### src/rtl/crf_cfg.svh
`ifndef CRF_CFG_SVH
`define CRF_CFG_SVH

// register port
`define CRF_ADDR_W          4
`define CRF_DATA_W          8
`define CRF_OFS_RX_FLAGS    4'h0
`define CRF_OFS_RX_IRQ_EN   4'h1
`define CRF_OFS_LIVE_STATE  4'h2

// receiver flag register fields
`define CRF_BIT_WAKE        7
`define CRF_BIT_CSC         6
`define CRF_RX_BUS_STATE_HI        5
`define CRF_RX_BUS_STATE_LO        4
`define CRF_TX_BUS_STATE_HI        3
`define CRF_TX_BUS_STATE_LO        2
`define CRF_BIT_OVR         1
`define CRF_BIT_RXF         0

// reset values
`define CRF_FLAGS_RST       8'h00
`define CRF_IRQ_EN_RST      8'h00
`define CRF_RDATA_RST       8'h00
`define CRF_PIN_RST         1'b1

// error counter thresholds
`define CRF_REC_WARN        8'h60
`define CRF_REC_ERR         8'h7F
`define CRF_TEC_WARN        9'h060
`define CRF_TEC_ERR         9'h07F
`define CRF_TEC_OFF         9'h0FF

`endif

### src/rtl/crf_pkg.sv
package crf_pkg;

    // bus state codes shared by the receiver and transmitter fields
    typedef enum logic [1:0] {
        CRF_ST_OK   = 2'b00,
        CRF_ST_WARN = 2'b01,
        CRF_ST_ERR  = 2'b10,
        CRF_ST_OFF  = 2'b11
    } crf_bus_state_t;

    // status change sensitivity levels
    typedef enum logic [1:0] {
        CRF_SENS_NONE   = 2'b00,
        CRF_SENS_BUSOFF = 2'b01,
        CRF_SENS_ERR    = 2'b10,
        CRF_SENS_ALL    = 2'b11
    } crf_sens_t;

endpackage

### src/rtl/crf_state_track.sv
`timescale 1ns/100ps
`default_nettype none
`include "crf_cfg.svh"

module crf_state_track
(
    // clock and reset
    input  wire logic                    mclk_in,
    input  wire logic                    resetn_in,
    // live state, sensitivity and blocking
    input  wire crf_pkg::crf_bus_state_t actual_in,
    input  wire crf_pkg::crf_sens_t      sens_in,
    input  wire logic                    hold_in,
    // reported state and status change request
    output var  crf_pkg::crf_bus_state_t state_out,
    output var  logic                    raise_out
);

    crf_pkg::crf_bus_state_t next_state;
    logic                    changed;
    logic                    hit;

    always_comb
    begin
        changed = (actual_in != state_out) && !hold_in;
        case (sens_in)
            crf_pkg::CRF_SENS_BUSOFF:
                hit = (state_out == crf_pkg::CRF_ST_OFF) != (actual_in == crf_pkg::CRF_ST_OFF);
            crf_pkg::CRF_SENS_ERR:
                hit = state_out[1] != actual_in[1];
            crf_pkg::CRF_SENS_ALL:
                hit = 1'b1;
            default:
                hit = 1'b0;
        endcase
        raise_out  = changed && hit;
        next_state = changed ? actual_in : state_out;
    end

    always_ff @(posedge mclk_in or negedge resetn_in)
    begin
        if (!resetn_in)
        begin
            state_out <= crf_pkg::CRF_ST_OK;
        end
        else
        begin
            state_out <= next_state;
        end
    end

endmodule
`default_nettype wire

### src/rtl/crf_sync2.sv
`timescale 1ns/100ps
`default_nettype none
`include "crf_cfg.svh"

module crf_sync2
(
    // clock and reset
    input  wire logic mclk_in,
    input  wire logic resetn_in,
    // asynchronous level and its synchronised copy
    input  wire logic async_in,
    output var  logic sync_out
);

    logic stage1;
    logic next_stage1;
    logic next_sync;

    always_comb
    begin
        next_stage1 = async_in;
        next_sync   = stage1;
    end

    always_ff @(posedge mclk_in or negedge resetn_in)
    begin
        if (!resetn_in)
        begin
            stage1   <= `CRF_PIN_RST;
            sync_out <= `CRF_PIN_RST;
        end
        else
        begin
            stage1   <= next_stage1;
            sync_out <= next_sync;
        end
    end

endmodule
`default_nettype wire

### src/rtl/crf_top.sv
`timescale 1ns/100ps
`default_nettype none
`include "crf_cfg.svh"

module crf_top
(
    // clock and reset
    input  wire logic                   mclk_in,
    input  wire logic                   resetn_in,
    // register port
    input  wire logic [`CRF_ADDR_W-1:0] addr_in,
    input  wire logic [`CRF_DATA_W-1:0] wdata_in,
    input  wire logic                   wr_in,
    input  wire logic                   rd_in,
    output logic      [`CRF_DATA_W-1:0] rdata_out,
    // controller mode
    input  wire logic                   init_request_in,
    input  wire logic                   init_acknowledge_in,
    input  wire logic                   sleep_active_in,
    input  wire logic                   wake_enable_in,
    // can bus receive pin
    input  wire logic                   can_rx_in,
    // error counters
    input  wire logic [8:0]             tx_err_count_in,
    input  wire logic [7:0]             rx_err_count_in,
    // receive fifo
    input  wire logic                   fifo_pending_in,
    input  wire logic                   overrun_in,
    output logic                        fg_shift_out,
    // interrupt requests
    output logic                        wake_irq_out,
    output logic                        err_irq_out,
    output logic                        rx_irq_out
);

    logic                    init_mode;
    logic                    rx_sync;
    logic                    rx_prev;
    logic                    next_rx_prev;
    logic                    tx_off_prev;
    logic                    next_tx_off_prev;
    logic                    tx_off_now;
    crf_pkg::crf_bus_state_t rx_act;
    crf_pkg::crf_bus_state_t tx_act;
    crf_pkg::crf_bus_state_t rx_rep;
    crf_pkg::crf_bus_state_t tx_rep;
    logic                    rx_raise;
    logic                    tx_raise;
    logic                    csc_hold;

    logic                    wake_flag;
    logic                    bus_state_change_flag;
    logic                    overrun_flag;
    logic                    rx_full_flag;
    logic [`CRF_DATA_W-1:0]  irq_en;
    logic                    next_wake_flag;
    logic                    next_csc_flag;
    logic                    next_overrun_flag;
    logic                    next_rx_full_flag;
    logic [`CRF_DATA_W-1:0]  next_irq_en;
    logic                    next_fg_shift;
    logic                    next_wake_irq;
    logic                    next_err_irq;
    logic                    next_rx_irq;
    logic [`CRF_DATA_W-1:0]  next_rdata;

    logic                    wr_flags;
    logic                    wr_irq_en;
    logic                    set_wake;
    logic                    set_csc;
    logic                    set_ovr;
    logic                    set_rxf;
    logic [`CRF_DATA_W-1:0]  flags_view;

    // mode decode
    always_comb
    begin
        init_mode = init_request_in && init_acknowledge_in;
    end

    // receive pin synchroniser
    crf_sync2 u_rx_sync
    (
        .mclk_in   (mclk_in),
        .resetn_in (resetn_in),
        .async_in  (can_rx_in),
        .sync_out  (rx_sync)
    );

    // live bus state from the error counters
    always_comb
    begin
        tx_off_now = tx_err_count_in > `CRF_TEC_OFF;
        if (tx_off_now)
        begin
            tx_act = crf_pkg::CRF_ST_OFF;
        end
        else if (tx_err_count_in > `CRF_TEC_ERR)
        begin
            tx_act = crf_pkg::CRF_ST_ERR;
        end
        else if (tx_err_count_in > `CRF_TEC_WARN)
        begin
            tx_act = crf_pkg::CRF_ST_WARN;
        end
        else
        begin
            tx_act = crf_pkg::CRF_ST_OK;
        end
        if (tx_off_now)
        begin
            rx_act = crf_pkg::CRF_ST_OFF;
        end
        else if (tx_off_prev)
        begin
            rx_act = crf_pkg::CRF_ST_OK;
        end
        else if (rx_err_count_in > `CRF_REC_ERR)
        begin
            rx_act = crf_pkg::CRF_ST_ERR;
        end
        else if (rx_err_count_in > `CRF_REC_WARN)
        begin
            rx_act = crf_pkg::CRF_ST_WARN;
        end
        else
        begin
            rx_act = crf_pkg::CRF_ST_OK;
        end
        csc_hold = bus_state_change_flag;
    end

    // reported fields, untouched by initialization mode
    crf_state_track u_rx_track
    (
        .mclk_in   (mclk_in),
        .resetn_in (resetn_in),
        .actual_in (rx_act),
        .sens_in   (crf_pkg::crf_sens_t'(irq_en[`CRF_RX_BUS_STATE_HI:`CRF_RX_BUS_STATE_LO])),
        .hold_in   (csc_hold),
        .state_out (rx_rep),
        .raise_out (rx_raise)
    );

    crf_state_track u_tx_track
    (
        .mclk_in   (mclk_in),
        .resetn_in (resetn_in),
        .actual_in (tx_act),
        .sens_in   (crf_pkg::crf_sens_t'(irq_en[`CRF_TX_BUS_STATE_HI:`CRF_TX_BUS_STATE_LO])),
        .hold_in   (csc_hold),
        .state_out (tx_rep),
        .raise_out (tx_raise)
    );

    // flag, enable and request next values
    always_comb
    begin
        wr_flags  = wr_in && (addr_in == `CRF_OFS_RX_FLAGS) && !init_mode;
        wr_irq_en = wr_in && (addr_in == `CRF_OFS_RX_IRQ_EN) && !init_mode;
        next_rx_prev     = rx_sync;
        next_tx_off_prev = tx_off_now;

        set_wake = sleep_active_in && wake_enable_in && rx_prev && !rx_sync;
        set_csc  = rx_raise || tx_raise;
        set_ovr  = overrun_in;
        next_fg_shift = fifo_pending_in && !rx_full_flag && !init_mode;
        set_rxf  = next_fg_shift;

        // set wins over a write clear in the same cycle; init mode clears over both
        if (set_wake)
        begin
            next_wake_flag = 1'b1;
        end
        else if (wr_flags && wdata_in[`CRF_BIT_WAKE])
        begin
            next_wake_flag = 1'b0;
        end
        else
        begin
            next_wake_flag = wake_flag;
        end
        if (set_csc)
        begin
            next_csc_flag = 1'b1;
        end
        else if (wr_flags && wdata_in[`CRF_BIT_CSC])
        begin
            next_csc_flag = 1'b0;
        end
        else
        begin
            next_csc_flag = bus_state_change_flag;
        end
        if (set_ovr)
        begin
            next_overrun_flag = 1'b1;
        end
        else if (wr_flags && wdata_in[`CRF_BIT_OVR])
        begin
            next_overrun_flag = 1'b0;
        end
        else
        begin
            next_overrun_flag = overrun_flag;
        end
        if (set_rxf)
        begin
            next_rx_full_flag = 1'b1;
        end
        else if (wr_flags && wdata_in[`CRF_BIT_RXF])
        begin
            next_rx_full_flag = 1'b0;
        end
        else
        begin
            next_rx_full_flag = rx_full_flag;
        end
        next_irq_en = wr_irq_en ? wdata_in : irq_en;

        if (init_mode)
        begin
            next_wake_flag    = 1'b0;
            next_csc_flag     = 1'b0;
            next_overrun_flag = 1'b0;
            next_rx_full_flag = 1'b0;
            next_irq_en       = `CRF_IRQ_EN_RST;
        end

        next_wake_irq = next_wake_flag && next_irq_en[`CRF_BIT_WAKE];
        next_err_irq  = (next_csc_flag && next_irq_en[`CRF_BIT_CSC]) ||
                        (next_overrun_flag && next_irq_en[`CRF_BIT_OVR]);
        next_rx_irq   = next_rx_full_flag && next_irq_en[`CRF_BIT_RXF];
    end

    // read path, no side effects
    always_comb
    begin
        flags_view = {wake_flag, bus_state_change_flag, rx_rep, tx_rep,
                      overrun_flag, rx_full_flag};
        if (!rd_in)
        begin
            next_rdata = `CRF_RDATA_RST;
        end
        else if (addr_in == `CRF_OFS_RX_FLAGS)
        begin
            next_rdata = flags_view;
        end
        else if (addr_in == `CRF_OFS_RX_IRQ_EN)
        begin
            next_rdata = irq_en;
        end
        else if (addr_in == `CRF_OFS_LIVE_STATE)
        begin
            next_rdata = {init_mode, 3'h0, rx_act, tx_act};
        end
        else
        begin
            next_rdata = `CRF_RDATA_RST;
        end
    end

    always_ff @(posedge mclk_in or negedge resetn_in)
    begin
        if (!resetn_in)
        begin
            rx_prev               <= `CRF_PIN_RST;
            tx_off_prev           <= 1'b0;
            wake_flag             <= 1'b0;
            bus_state_change_flag <= 1'b0;
            overrun_flag          <= 1'b0;
            rx_full_flag          <= 1'b0;
            irq_en                <= `CRF_IRQ_EN_RST;
            fg_shift_out          <= 1'b0;
            wake_irq_out          <= 1'b0;
            err_irq_out           <= 1'b0;
            rx_irq_out            <= 1'b0;
            rdata_out             <= `CRF_RDATA_RST;
        end
        else
        begin
            rx_prev               <= next_rx_prev;
            tx_off_prev           <= next_tx_off_prev;
            wake_flag             <= next_wake_flag;
            bus_state_change_flag <= next_csc_flag;
            overrun_flag          <= next_overrun_flag;
            rx_full_flag          <= next_rx_full_flag;
            irq_en                <= next_irq_en;
            fg_shift_out          <= next_fg_shift;
            wake_irq_out          <= next_wake_irq;
            err_irq_out           <= next_err_irq;
            rx_irq_out            <= next_rx_irq;
            rdata_out             <= next_rdata;
        end
    end

endmodule
`default_nettype wire

### config.mk
export PLATFORM = sky130hd
export DESIGN_NAME = crf_top
export DESIGN_NICKNAME = d
export VERILOG_FILES = /design/src/rtl/crf_pkg.sv /design/src/rtl/crf_state_track.sv /design/src/rtl/crf_sync2.sv /design/src/rtl/crf_top.sv
export VERILOG_INCLUDE_DIRS = /design/src /design/src/rtl
export SDC_FILE = /design/constraint.sdc
export NUM_CORES = 1
export LEC_CHECK = 0
export ABC_AREA = 1
export BUFFER_PORTS_ARGS = -buffer_cell sky130_fd_sc_hd__buf_2
export CORE_MARGIN = 10
export CORE_UTILIZATION = 40
export CTS_CLUSTER_SIZE = 25
export DETAILED_ROUTE_END_ITERATION = 6
export GPL_TIMING_DRIVEN = 0
export PLACE_DENSITY = 0.66
export SLEW_MARGIN = 20
export SYNTH_ARGS = -nofsm -noshare
export SYNTH_HDL_FRONTEND = slang
export SYNTH_HIERARCHICAL = 1
export SYNTH_SLANG_ARGS = --single-unit
### constraint.sdc
create_clock -name mclk_in -period 3.8 [get_ports mclk_in]
set_input_delay 0.38 -clock mclk_in [delete_from_list [all_inputs] [get_ports mclk_in]]
set_output_delay 0.38 -clock mclk_in [all_outputs]
set_load 0.01 [all_outputs]
# Word level (Yosys, flattened, before mapping)
# Cells that the tools add are included.
# op_classes
order_cmp,5
n_eq_ne,18
n_mux,27
n_reduce_logical,30
# op_table
cell,count
8-bit two-way mux,6
1-bit logical AND,22
9-bit by 7-bit greater-than comparator with 1-bit output (second input constant),2
2-bit equality test (second input constant),8
8-bit by 7-bit greater-than comparator with 1-bit output (second input constant),2
1-bit two-way mux,14
2-bit two-way mux,5
9-bit by 8-bit greater-than comparator with 1-bit output (second input constant),1
1-bit one-hot mux with 3 select lines,2
2-bit by 1-bit equality test with 1-bit output (second input constant),2
4-bit by 1-bit equality test with 1-bit output (second input constant),1
4-bit by 2-bit equality test with 1-bit output (second input constant),1
1-bit zero test,4
4-bit zero test,1
1-bit inequality test,4
2-bit inequality test,2
1-bit logical OR,2
2-bit nonzero test,1
# word_totals
register_bits,32
in_bits,40
elab_cells,97

# Depth between registers and ports, before layout
# depth
depth_word,14
mapped_depth,15

# Hierarchy
# The synthesis kept the hierarchy.
# modules_own_cells
mod,instances,cells_each,area_each_um2
crf_top,1,151,1236.2
crf_state_track,2,24,141.4
crf_sync2,1,2,52.6

# Worst setup path before layout
# No wires, ideal clock.
# synth_path
kind,input -> register
start,input tx_err_count_in[8]
end,register err_irq_out
setup_ns,0.117
t_arrival_ns,1.476
path_slack_ns,2.207
path_stages,13
path_buffers,0
cell_sequence,or2_2 > nor2_1 > nand2_1 > nand2_1 > nand2_1 > nand2_1 > nor2_1 > nor2_1 > nor2_1 > nor2_1 > nand2_1 > nand3_1 > nand2_1
# synth_via
elab_chain_len,13
elab_cells_between_ends,26
# synth_lines
item,line,source
"start, declared",crf_top.sv:24,"input wire logic [8:0] tx_err_count_in,"
9-bit by 7-bit greater-than comparator with 1-bit output (no source line),--,
1-bit two-way mux,crf_top.sv:102,else if (tx_err_count_in > `CRF_TEC_WARN)
2-bit two-way mux,crf_top.sv:98,else if (tx_err_count_in > `CRF_TEC_ERR)
2-bit two-way mux (*),crf_top.sv:94,if (tx_off_now)
net tx_act[0],crf_top.sv:44,crf_pkg::crf_bus_state_t tx_act;
2-bit equality test,crf_state_track.sv:28,hit = (state_out == crf_pkg::CRF_ST_OFF) != (actual_in == crf_pkg::CRF_ST_OFF);
1-bit inequality test,crf_state_track.sv:28,
1-bit one-hot mux with 3 select lines,crf_state_track.sv:26,case (sens_in)
1-bit logical AND (*),crf_state_track.sv:36,raise_out = changed && hit;
net tx_raise,crf_top.sv:48,logic tx_raise;
1-bit logical OR (*),crf_top.sv:165,set_csc = rx_raise || tx_raise;
1-bit two-way mux (*),crf_top.sv:183,if (set_csc)
1-bit two-way mux (*),crf_top.sv:221,if (init_mode)
1-bit logical AND (*),crf_top.sv:231,next_err_irq = (next_csc_flag && next_irq_en[`CRF_BIT_CSC]) ||
1-bit logical OR (*),crf_top.sv:231,
net next_err_irq,crf_top.sv:63,logic next_err_irq;
"end signal, assigned",crf_top.sv:291,err_irq_out <= next_err_irq;
"end, declared",crf_top.sv:32,"output logic err_irq_out,"
# The timed path passes the listed nets; every way through them passes the cells marked *.
# A chain may end at the register's enable or synchronous reset.

# Worst setup path in the final report
# layout_path
start,register tx_off_prev
end,register err_irq_out
# layout_via
elab_chain_len,11
elab_cells_between_ends,14
# layout_lines
item,line,source
"start, declared",crf_top.sv:40,logic tx_off_prev;
"start signal, assigned",crf_top.sv:283,tx_off_prev <= next_tx_off_prev;
2-bit two-way mux (*),crf_top.sv:114,else if (tx_off_prev)
2-bit two-way mux (*),crf_top.sv:110,if (tx_off_now)
net rx_act[1],crf_top.sv:43,crf_pkg::crf_bus_state_t rx_act;
2-bit equality test,crf_state_track.sv:28,
1-bit inequality test,crf_state_track.sv:28,
1-bit one-hot mux with 3 select lines,crf_state_track.sv:26,
1-bit logical AND (*),crf_state_track.sv:36,
net rx_raise,crf_top.sv:47,logic rx_raise;
1-bit logical OR (*),crf_top.sv:165,
1-bit two-way mux (*),crf_top.sv:183,
1-bit two-way mux (*),crf_top.sv:221,
1-bit logical AND (*),crf_top.sv:231,
1-bit logical OR (*),crf_top.sv:231,
net next_err_irq,crf_top.sv:63,
# Marked as above.

==> results.toml <==
[setup_path]
path_max_fanout = 3
cp-end-kind = "flop"
cpMaxStageDelayCell = "o21ai_0"
required_ps = 4030
cpMostUsedCell = "nand2_1"
crit_path_start_kind = "flop"
critical_path.top_delay_family = "simple AND/OR/NAND/NOR gates"
r2r-start = "tx_off_prev"
endpoint = "err_irq_out"
worstSetupPathType = "reg -> reg"
reg2reg_to = "err_irq_out"
critPathLaunch = "tx_off_prev"
cp.arrival_ps = 1840
timing.critical_path.buf_inv = 1
rrSetupSlack_ps = 2190
worstPathCellList = "o21ai_0 -> inv_1 -> nand2_1 -> nand3_1 -> nand2_1 -> nand2_1 -> nor2_1 -> nor2_1 -> nand2_1 -> nand3_1 -> nand2_1"
reg2reg_depth = 11
path_depth = 11
cp_slowest_stage_delay_ps = 380

[cells_and_area]
diodes = 0
final_util = 0.526
finish.instance_area_mm2 = 0.00197
num-nets-final = 299
area_delta_synth_final_pct = 25.2
fillers = 386
drive_above_1_share = 0.285

[clock_network]
numClockSinks = 32
cts_hold_buf = 0
clkTransAtPathRegs_ps = 60
post-cts-setup-buffers = 0
cts_htree_levels = 2
cts_tree = "done"
cts_root_buffer = "clkbuf_8"
cts_resized = 0
clockBufferDepth = 2
clock_latency_ps = 280
cts_made_buffers = 5

[logic_synthesis]
ys_ff_latch = 32
synth.cell_area_mm2 = 0.00157
synthCells = 201
synthesis.nets = 241
yosys_warnings = 6
yosysUniqueCellTypes = 22
syn_avg_cell_area_um2 = 7.82
synth_seq_area_share = 0.512

[sta]
drv_slew = 0
setup_tns_ps = 0
slew_headroom = 0.537
period_minus_slack_ps = 1610
rsz0062_at_grt = "no"
tightest_slew_ps = 694
hold_viol = 0
hold_slack_ps = 134
finalCritPeriodShare = 0.424
setup_violations = 0
timing.fmax_ghz = 0.620
fin_worst_skew_ps = 5.72

[route]
detail_route.wl_per_cell_um = 12.9
num_vias = 1435
drt_iter0_drc = 138
drt_pass1_iterations = 5
totalWireLength_um = 3970
drc = 0
antenna_left = 0
vias_per_cell = 4.66

[grt]
grt_antenna_before_repair = 0
grt_usage = 0.121
grt_first_pass_wirelength_um = 6190
grt_pass1_vias = 1382
grt_max_degree = 33
grt-ovfl-total = 0

[status]
outcome = "finished clean"

[power_and_ir_drop]
p_per_area_mw_per_mm2 = 387
peakVddDrop_mv = 0.204
p_comb_frac = 0.151
internal_power_w = 0.000546
power.total_w = 0.000761
p_clk_frac = 0.322
seq_power_share = 0.527
netSwitchingPower_w = 0.000215
leakagePower_nw = 1.08
power_switching_share = 0.283

[die]
fp-row-count = 22
die_h_um = 82.7
io-pin-count = 52
coreArea_mm2 = 0.00374
start_util = 0.420
die_w_um = 82.7
die_area_mm2 = 0.00684

[place]
gp_congestion = 0.863
place_area_mm2 = 0.00189
dp_hpwl_um = 3150
port_buffers = 51

[run]
timing.max_cap.violations = 0

[min_path]
hp-class = "in -> async"
[cell families after synthesis]
kind of cell / count (synthesis) / synth area share
and+or+nand+nor: 107 / 0.301
xor gates and xnor gates: 2 / 0.0111
buffers and inverters: 32 / 0.0844
DFF: 32 / 0.512
AOI/OAI and AO/OA: 28 / 0.0916
[layout by cell type, fill, tap and decap left out]
cell,Yosys,routed
nand2_1,59,59
buf_2,1,52
dfrtp_1,29,29
inv_1,27,27
nand3_1,19,19
nor2_1,16,16
o21ai_0,15,15
a21oi_1,12,12
clkbuf_8,0,5
nor3_1,3,3
dfstp_2,3,3
nor2_4,2,2
inv_2,2,2
nor2_2,2,2
nand3_2,2,2
clkbuf_1,0,2
xor2_1,2,2
buf_6,1,1
nand2_2,1,1
nand3b_1,1,1
or2_2,1,1
buf_4,1,1
nand4_1,1,1
o21ai_2,1,1
clkinv_2,0,1
[worst min path at each step]
stage	from	to	slack [ps]	depth (start not counted)
after floorplan	resetn_in	bus_state_change_flag	80	0
after global placement	u_rx_sync/next_sync	u_rx_sync/sync_out	350	0
after detailed placement	u_rx_sync/next_sync	u_rx_sync/sync_out	350	0
after CTS	resetn_in	wake_irq_out	150	1
after global routing	resetn_in	wake_flag	180	1
final	resetn_in	wake_flag	130	1
[state kept, by name (all words and copies together) (netlist names)]
name and count:
rx_prev 1, u_rx_track/state_out 2, rx_full_flag 1, irq_en 8
u_rx_sync/next_sync 1, fg_shift_out 1, err_irq_out 1, u_tx_track/state_out 2
wake_flag 1, rdata_out 8, wake_irq_out 1, overrun_flag 1
u_rx_sync/sync_out 1, tx_off_prev 1, bus_state_change_flag 1, rx_irq_out 1
[routing by layer]
metal	wire length (um)	up-vias	track usage
li1	-	747	-
met3	289	7	0.0421
met2	1910	40	0.192
met5	0	-	0
met1	1700	641	0.140
met4	74	0	0.0635
[power groups by stage]
stage               Clock [W]  Sequential [W]  Combinational [W]
floorplan                   0        0.000400          0.0000674
global placement            0        0.000407           0.000113
detailed placement          0        0.000407           0.000116
CTS                  0.000256        0.000401           0.000116
global route         0.000270        0.000406           0.000133
finish               0.000245        0.000401           0.000115
[layout make-up]
class	instances	area [um2]	share of cell area
flip-flops and latches	32	805	0.409
multi-input cells	137	634	0.322
repair buffers	51	255	0.130
inverters	29	109	0.0553
clock buffers	7	76.3	0.0388
well taps	48	60.1	0.0305
plain buffers	3	23.8	0.0121
clock inverters	1	5.00	0.00254
[synthesized netlist by cell type]
cell	number	share of area
nand2_1	59	0.14
dfrtp_1	29	0.46
inv_1	27	0.064
nand3_1	19	0.061
nor2_1	16	0.038
o21ai_0	15	0.048
a21oi_1	12	0.038
dfstp_2	3	0.050
nor3_1	3	0.0096
inv_2	2	0.0048
nand3_2	2	0.013
nor2_2	2	0.0080
nor2_4	2	0.014
xor2_1	2	0.011
buf_2	1	0.0032
buf_4	1	0.0048
buf_6	1	0.0072
nand2_2	1	0.0040
nand3b_1	1	0.0048
nand4_1	1	0.0040
o21ai_2	1	0.0056
or2_2	1	0.0040
[stage by stage]
| stage | cells | setup WS, ps |
|---|---|---|
| after CTS | 308 | 2210 |
| final | 308 | 2190 |
| after detailed placement | 300 | 1930 |
| after global routing | 308 | 2030 |
| after global placement | 300 | 1950 |
| after floorplan | 201 | 2210 |
Power figures use the tool's default switching activity.
